==> src/hw/port_svc_regs.svh <==
`ifndef PORT_SVC_REGS_SVH
`define PORT_SVC_REGS_SVH
// Functional notes
// - per-pin sticky flag plus live level bit
// - source qualified by flag, enable, no DMA
// - irq is OR of four, when selected
// - DMA pulses keep buffers full or empty
// - acknowledge drives vector of best source
// - vector upper six from register, low two priority
// - acknowledge changes no internal state
// - no function or no irq: ignore acknowledge
// - unwritten vector register returns fixed value
// - third source 10, fourth source 11
// - autovector mode supplies no vector
// - bus DMA request three clocks after select
// - peripheral DMA request after handshake, three long
// - handshakes sync rising, select sync falling
// - edge input sets status flag
// - mask write clears resettable flags only
// - four sense bits invert pins, reset low
// - disabled port holds controller empty
// - disabled port holds simple flags cleared
// - disabled port holds second output negated
// - alternate registers show live pin levels
`define UNINIT_VECTOR   8'h0f
`define DMA_BUS_DELAY   3
`define DMA_HS_DELAY    2
`define DMA_PULSE_LEN   3
`define VEC_SRC_1       2'h0
`define VEC_SRC_2       2'h1
`define VEC_SRC_3       2'h2
`define VEC_SRC_4       2'h3
`endif

==> src/hw/port_svc_pkg.sv <==
package port_svc_pkg;
  typedef struct packed {
    logic [3:0] status;
    logic [3:0] level;
  } hs_state_t;
  typedef enum logic [1:0] {
    IRQ_NONE = 2'b00,
    IRQ_VEC  = 2'b01,
    IRQ_AUTO = 2'b10
  } irq_fn_t;
  typedef enum logic [1:0] {
    DMA_IDLE = 2'b00,
    DMA_WAIT = 2'b01,
    DMA_HOLD = 2'b10
  } dma_st_t;
endpackage : port_svc_pkg

==> src/hw/port_service_request_logic.sv <==
`timescale 1ns/100ps
`default_nettype none
`include "port_svc_regs.svh"
module port_service_request_logic (
  input  wire logic                    clk_i,
  input  wire logic                    srst_i,
  input  wire logic [3:0]              hs_pin_i,
  input  wire logic [3:0]              sense_i,
  input  wire logic                    port_a_hs_enable_i,
  input  wire logic                    port_b_hs_enable_i,
  input  wire logic [3:0]              svc_enable_i,
  input  wire logic [1:0]              dma_assoc_i,
  input  wire logic [3:0]              edge_mode_i,
  input  wire logic [3:0]              direct_reset_i,
  input  wire port_svc_pkg::irq_fn_t   irq_fn_i,
  input  wire logic                    status_wr_i,
  input  wire logic [7:0]              status_wdata_i,
  input  wire logic [3:0]              buf_status_i,
  input  wire logic [1:0]              buf_out_ready_i,
  input  wire logic                    vector_wr_i,
  input  wire logic [7:2]              vector_wdata_i,
  input  wire logic                    port_irq_ack_in_i,
  input  wire logic                    cs_n_i,
  input  wire logic                    dma_bus_cond_i,
  input  wire logic                    dma_hs_cond_i,
  input  wire logic [7:0]              port_a_pins_i,
  input  wire logic [7:0]              port_b_pins_i,
  output port_svc_pkg::hs_state_t      hs_state_o,
  output logic                         port_irq_out_o,
  output logic [7:0]                   vector_o,
  output logic                         vector_oe_o,
  output logic                         transfer_ack_out_o,
  output logic                         dma_req_out_o,
  output logic [1:0]                   hs_out_o,
  output logic [1:0]                   hold_empty_o,
  output logic [7:0]                   port_a_alt_o,
  output logic [7:0]                   port_b_alt_o
);
  import port_svc_pkg::*;

  ////////////////////////////////////////////////////////////////////////
  logic [3:0] hs_sync;
  logic [3:0] hs_prev;
  logic [3:0] hs_asserted;
  logic [3:0] flags;
  logic [3:0] port_en;
  logic [5:0] port_vector_reg;
  logic       vector_written;
  logic [3:0] qualified;
  logic       cs_sync_n;
  logic       cs_prev_n;
  dma_st_t    dma_st;
  logic [1:0] dma_cnt;
  logic       hs_half;
  logic [1:0] next_prio;

  function automatic logic [1:0] prio_encode(input logic [3:0] req);
    if (req[0])
      prio_encode = `VEC_SRC_1;
    else if (req[1])
      prio_encode = `VEC_SRC_2;
    else if (req[2])
      prio_encode = `VEC_SRC_3;
    else
      prio_encode = `VEC_SRC_4;
  endfunction : prio_encode

  assign port_en = {port_b_hs_enable_i, port_b_hs_enable_i,
                    port_a_hs_enable_i, port_a_hs_enable_i};
  // inverted sense bits xor pins; zero means active low
  assign hs_asserted = hs_sync ^ ~sense_i;

  ////////////////////////////////////////////////////////////////////////
  // handshake synchroniser, rising edge
  always_ff @(posedge clk_i) begin
    if (srst_i) begin
      hs_sync <= 4'h0;
      // seen as asserted: no false edge after reset
      hs_prev <= 4'hf;
    end else begin
      hs_sync <= hs_pin_i;
      hs_prev <= hs_asserted;
    end
  end

  ////////////////////////////////////////////////////////////////////////
  // sticky status flags
  always_ff @(posedge clk_i) begin
    if (srst_i) begin
      flags <= 4'h0;
    end else begin
      for (int i = 0; i < 4; i++) begin
        if (!port_en[i] && edge_mode_i[i])
          flags[i] <= 1'b0;
        else if (edge_mode_i[i] && hs_asserted[i] && !hs_prev[i])
          flags[i] <= 1'b1;
        else if (status_wr_i && status_wdata_i[i] && direct_reset_i[i])
          flags[i] <= 1'b0;
      end
    end
  end

  always_comb begin
    hs_state_o.level = hs_asserted;
    for (int i = 0; i < 4; i++)
      hs_state_o.status[i] = edge_mode_i[i] ? flags[i] : buf_status_i[i];
  end

  ////////////////////////////////////////////////////////////////////////
  // interrupt request
  always_comb begin
    qualified = hs_state_o.status & svc_enable_i;
    qualified[0] = qualified[0] & ~dma_assoc_i[0];
    qualified[2] = qualified[2] & ~dma_assoc_i[1];
  end

  assign port_irq_out_o = (irq_fn_i != IRQ_NONE) && (|qualified);

  always_ff @(posedge clk_i) begin
    if (srst_i) begin
      port_vector_reg <= 6'h00;
      vector_written  <= 1'b0;
    end else if (vector_wr_i) begin
      port_vector_reg <= vector_wdata_i;
      vector_written  <= 1'b1;
    end
  end

  // acknowledge path is read-only: nothing is stored here
  assign next_prio = prio_encode(qualified);
  assign transfer_ack_out_o = port_irq_ack_in_i && port_irq_out_o;
  assign vector_oe_o = transfer_ack_out_o && (irq_fn_i == IRQ_VEC);

  always_ff @(posedge clk_i) begin
    if (srst_i)
      vector_o <= 8'h00;
    else if (!vector_written)
      vector_o <= `UNINIT_VECTOR;
    else
      vector_o <= {port_vector_reg, next_prio};
  end

  ////////////////////////////////////////////////////////////////////////
  // chip select synchroniser, falling edge
  always_ff @(negedge clk_i) begin
    if (srst_i) begin
      cs_sync_n <= 1'b1;
      cs_prev_n <= 1'b1;
    end else begin
      cs_sync_n <= cs_n_i;
      cs_prev_n <= cs_sync_n;
    end
  end

  ////////////////////////////////////////////////////////////////////////
  // dma request pulse
  always_ff @(posedge clk_i) begin
    if (srst_i) begin
      dma_st  <= DMA_IDLE;
      dma_cnt <= 2'h0;
      hs_half <= 1'b0;
    end else begin
      unique case (dma_st)
        DMA_IDLE: begin
          if (dma_bus_cond_i && !cs_sync_n && cs_prev_n) begin
            dma_st  <= DMA_WAIT;
            dma_cnt <= 2'(`DMA_BUS_DELAY - 1);
          end else if (dma_hs_cond_i &&
                       |(hs_asserted[2:0] & ~hs_prev[2:0] & 3'b101)) begin
            dma_st  <= DMA_WAIT;
            dma_cnt <= 2'(`DMA_HS_DELAY - 1);
          end
        end
        DMA_WAIT: begin
          if (dma_cnt == 2'h0) begin
            dma_st  <= DMA_HOLD;
            dma_cnt <= 2'(`DMA_PULSE_LEN - 1);
          end else
            dma_cnt <= dma_cnt - 2'h1;
        end
        DMA_HOLD: begin
          if (dma_cnt == 2'h0)
            dma_st <= DMA_IDLE;
          else
            dma_cnt <= dma_cnt - 2'h1;
        end
        default: dma_st <= DMA_IDLE;
      endcase
    end
  end

  assign dma_req_out_o = (dma_st == DMA_HOLD);

  ////////////////////////////////////////////////////////////////////////
  // port enables and outputs
  always_ff @(posedge clk_i) begin
    if (srst_i) begin
      hs_out_o     <= 2'b00;
      hold_empty_o <= 2'b11;
    end else begin
      hold_empty_o <= ~{port_b_hs_enable_i, port_a_hs_enable_i};
      hs_out_o[0] <= port_a_hs_enable_i && buf_out_ready_i[0];
      hs_out_o[1] <= port_b_hs_enable_i && buf_out_ready_i[1];
    end
  end

  always_ff @(posedge clk_i) begin
    if (srst_i) begin
      port_a_alt_o <= 8'h00;
      port_b_alt_o <= 8'h00;
    end else begin
      port_a_alt_o <= port_a_pins_i;
      port_b_alt_o <= port_b_pins_i;
    end
  end
endmodule : port_service_request_logic
`default_nettype wire

==> config.mk <==
export PLATFORM = sky130hd
export DESIGN_NAME = port_service_request_logic
export DESIGN_NICKNAME = d
export VERILOG_FILES = /design/src/hw/port_svc_pkg.sv /design/src/hw/port_service_request_logic.sv
export VERILOG_INCLUDE_DIRS = /design/src /design/src/hw
export SDC_FILE = /design/constraint.sdc
export NUM_CORES = 1
export LEC_CHECK = 0
export BUFFER_PORTS_ARGS = -buffer_cell sky130_fd_sc_hd__buf_2
export CAP_MARGIN = 25
export CORE_ASPECT_RATIO = 1.4
export CORE_MARGIN = 2
export CORE_UTILIZATION = 45
export CTS_BUF_LIST = sky130_fd_sc_hd__clkbuf_8
export CTS_CLUSTER_SIZE = 12
export DETAILED_ROUTE_END_ITERATION = 8
export PLACE_DENSITY = 0.82
export SKIP_CTS_REPAIR_TIMING = 1
export SYNTH_ARGS = -nofsm -noshare
export SYNTH_HDL_FRONTEND = slang
export SYNTH_SLANG_ARGS = --single-unit
export TNS_END_PERCENT = 1
==> constraint.sdc <==
create_clock -name clk_i -period 3.45 [get_ports clk_i]
set_input_delay 0.5175 -clock clk_i [delete_from_list [all_inputs] [get_ports clk_i]]
set_output_delay 0.5175 -clock clk_i [all_outputs]
set_load 0.01 [all_outputs]
==> flow_metrics.py <==
metrics = {
    "clock_network": {
        "cts_tree": "yes",
        "clk_latency_ps": 350,
        "htree_levels": 2,
        "clk_pin_slew_ps": 90,
        "clock_sinks": 53,
        "cts_root_buffer": "clkbuf_8",
        "numCtsBuffers": 5,
        "cts_buffer_depth": 2,
    },
    "logic_synthesis": {
        "synthAdderAreaFrac": 0.03861,
        "synth_cell_types": 32,
        "yosys_register_bits": 53,
        "synth_xor_area_frac": 0.01802,
        "yosysTopAreaCell": "dfxtp_1",
        "synthMuxAreaShare": 0.06950,
        "netlist_top_cells_area": "dfxtp_1, nor2b_1, mux2i_1",
        "synth_area_per_cell_um2": 10.40,
        "yosys.area.top_type_share": 0.5457,
        "syn-instance-count": 187,
        "netlist_area_um2": 1944,
        "yosys_warnings": 0,
        "yosysSeqAreaShare": 0.5457,
        "syn_nets": 263,
        "synth_top_family_by_area": "simple AND/OR/NAND/NOR gates",
        "synthSimpleGateAreaFrac": 0.1982,
        "synth_compound_area_frac": 0.08945,
    },
    "flow_run": {
        "cap_violations": 0,
    },
    "route": {
        "antenna_left": 0,
        "drt_pass1_iterations": 4,
        "drt_wl_total_um": 4093,
        "wl_met1_um": 1517,
        "via_per_inst": 4.830,
        "drtIter0Drc": 47,
        "drc_errors": 0,
        "num_vias": 1647,
        "wl_met3_um": 308,
        "routedWlPerCell_um": 12.00,
        "top_layer_used": "met4",
        "wl_met2_um": 2250,
    },
    "sta": {
        "whs_ps": 405.1,
        "relSlewSlack": 0.7399,
        "setup_viol_count_final": 0,
        "slew_violations": 0,
        "worst_slew_pin_slew_ps": 388.9,
        "rsz0062_at_grt": "false",
        "setup_tns_ps": 0,
        "finalClockSkew_ps": 61.71,
        "hold_viol": 0,
    },
    "floorplan": {
        "row_count": 28,
        "ios": 110,
        "coreArea_um2": 4204,
        "die-area_um2": 4870,
        "die_w_um": 59.56,
        "initial_core_util": 0.4625,
        "die_y_um": 81.78,
    },
    "grt": {
        "grt_pass1_vias": 1575,
        "grt_use_total": 0.1757,
        "grt_pass1_wl_um": 6430,
        "grt_max_degree": 39,
        "antenna_found_initial": 0,
        "grt_overflow": 0,
    },
    "power_and_ir_drop": {
        "clockPowerShare": 0.298,
        "combPwrFrac": 0.227,
        "powerDensity_nw_per_um2": 544.9,
        "internal_power_mw": 1.060,
        "switching_share": 0.2607,
        "power_frac_seq": 0.475,
        "p_leak_nw": 1.325,
        "vdd_ir_drop_max_v": 0.0003409,
        "power_switching_mw": 0.3738,
    },
    "worst_setup_path": {
        "crit_arrival_ps": 3320,
        "worstPathMaxFanout": 3,
        "max_stage_delay_ps": 310,
        "critPathCaptureType": "register",
        "crit_chain": "nand3b_1 > o311a_4 > a221oi_4 > mux2i_1",
        "cp_slowest_cell": "a221oi_4",
        "cp-start-kind": "register",
        "cp_top_family": "compound AO/OA/AOI/OAI gates",
        "worst-path-buf-inv": 0,
        "worst_ep_required_time_ps": 3670,
        "crit_type": "register to register",
    },
    "place": {
        "dp_hpwl_um": 3258,
        "port_buffers": 105,
        "gp_congestion": 0.7467,
    },
    "final_layout": {
        "drive_above_1_share": 0.4223,
        "diodes": 0,
        "final_cell_mix": "buf_2, dfxtp_1, nor2b_1",
        "biggestRegsByFlops": "port_a_alt_o (8), port_b_alt_o (8), vector_o (8)",
        "fin_util": 0.6259,
        "fin_nets": 371,
        "syn_to_final_growth_pct": 35.33,
        "layout_commonest_cell": "buf_2",
    },
    "worst_hold_path": {
        "hp-class": "input port to register",
    },
    "status": {
        "outcome": "finished clean",
    },
}
[cell usage after synthesis (all sizes together)]
cell type / n
a221oi: 1
dfxtp: 53
mux2: 4
nand2b: 1
a32oi: 3
xor2: 1
nand2: 11
a41oi: 1
nand3: 5
and2: 6
a22oi: 1
nor2b: 23
or2: 5
inv: 15
o221a: 1
clkbuf: 6
nor2: 12
ha: 6
o311a: 1
a221o: 1
a21oi: 5
o211ai: 1
mux2i: 9
and4b: 1
o21ai: 1
xnor2: 3
nor3: 2
and3: 2
o22ai: 1
a211oi: 2
nand3b: 3
[final timing paths]
kind / cells past startpoint / start / slack (ps) / end
worst min register to register: 1 / cs_sync_n / 440 / cs_prev_n
worst min-delay path: 2 / port_b_hs_enable_i / 410 / hold_empty_o[1]
worst max-delay path: 4 / cs_sync_n / 350 / dma_cnt[1]
worst max register to register: 4 / cs_sync_n / 350 / dma_cnt[1]
[worst register-to-register path, stage by stage (launching register included)]
cell      delay, ps
dfxtp_1         290
nand3b_1        220
o311a_4         190
a221oi_4        310
mux2i_1         220
[routing by layer]
layer | up-vias | GRT usage
met1 | 746 | 0.1691
met4 | 0 | 0.05333
li1 | 830 | -
met3 | 2 | 0.05512
met2 | 69 | 0.3440
met5 | - | 0
[power by group through the flow]
stage          clock network (mW)  logic [mW]  registers (mW)
5_1_grt                     0.471       0.364           0.687
2_1_floorplan             0.00545       0.217           0.699
6_report                    0.427       0.326           0.681
3_5_place_dp              0.00545       0.325           0.695
3_3_place_gp              0.00545       0.317           0.693
4_1_cts                     0.438       0.328           0.681
[per-stage QoR]
| stage | power, mW | worst slack (ps) | area, µm² | std cells |
|---|---|---|---|---|
| 3_5_place_dp | 1.026 | 428.6 | 2511 | 332 |
| 3_3_place_gp | 1.016 | 454.4 | 2511 | 332 |
| 4_1_cts | 1.448 | 357.9 | 2631 | 341 |
| 6_report | 1.434 | 354.1 | 2631 | 341 |
| 5_1_grt | 1.522 | 294.6 | 2631 | 341 |
| 2_1_floorplan | 0.9213 | 551.5 | 1944 | 187 |
[cell type report]
| cell class | count | area, µm² |
|---|---|---|
| Fill cell | 390 | 1573 |
| Sequential cell | 53 | 1061 |
| Multi-Input combinational cell | 113 | 804.5 |
| Timing Repair Buffer | 106 | 533.0 |
| Clock buffer | 6 | 82.58 |
| Tap cell | 45 | 56.30 |
| Inverter | 14 | 52.55 |
| Clock inverter | 4 | 41.29 |
[cell families after synthesis]
logic type                 Yosys count
and+or+nand+nor                     71
DFF                                 53
buffers and inverters               21
AOI/OAI and AO/OA                   19
muxes                               13
adders and majority gates            6
xor gates and xnor gates             4
Power figures use the tool's default switching activity.
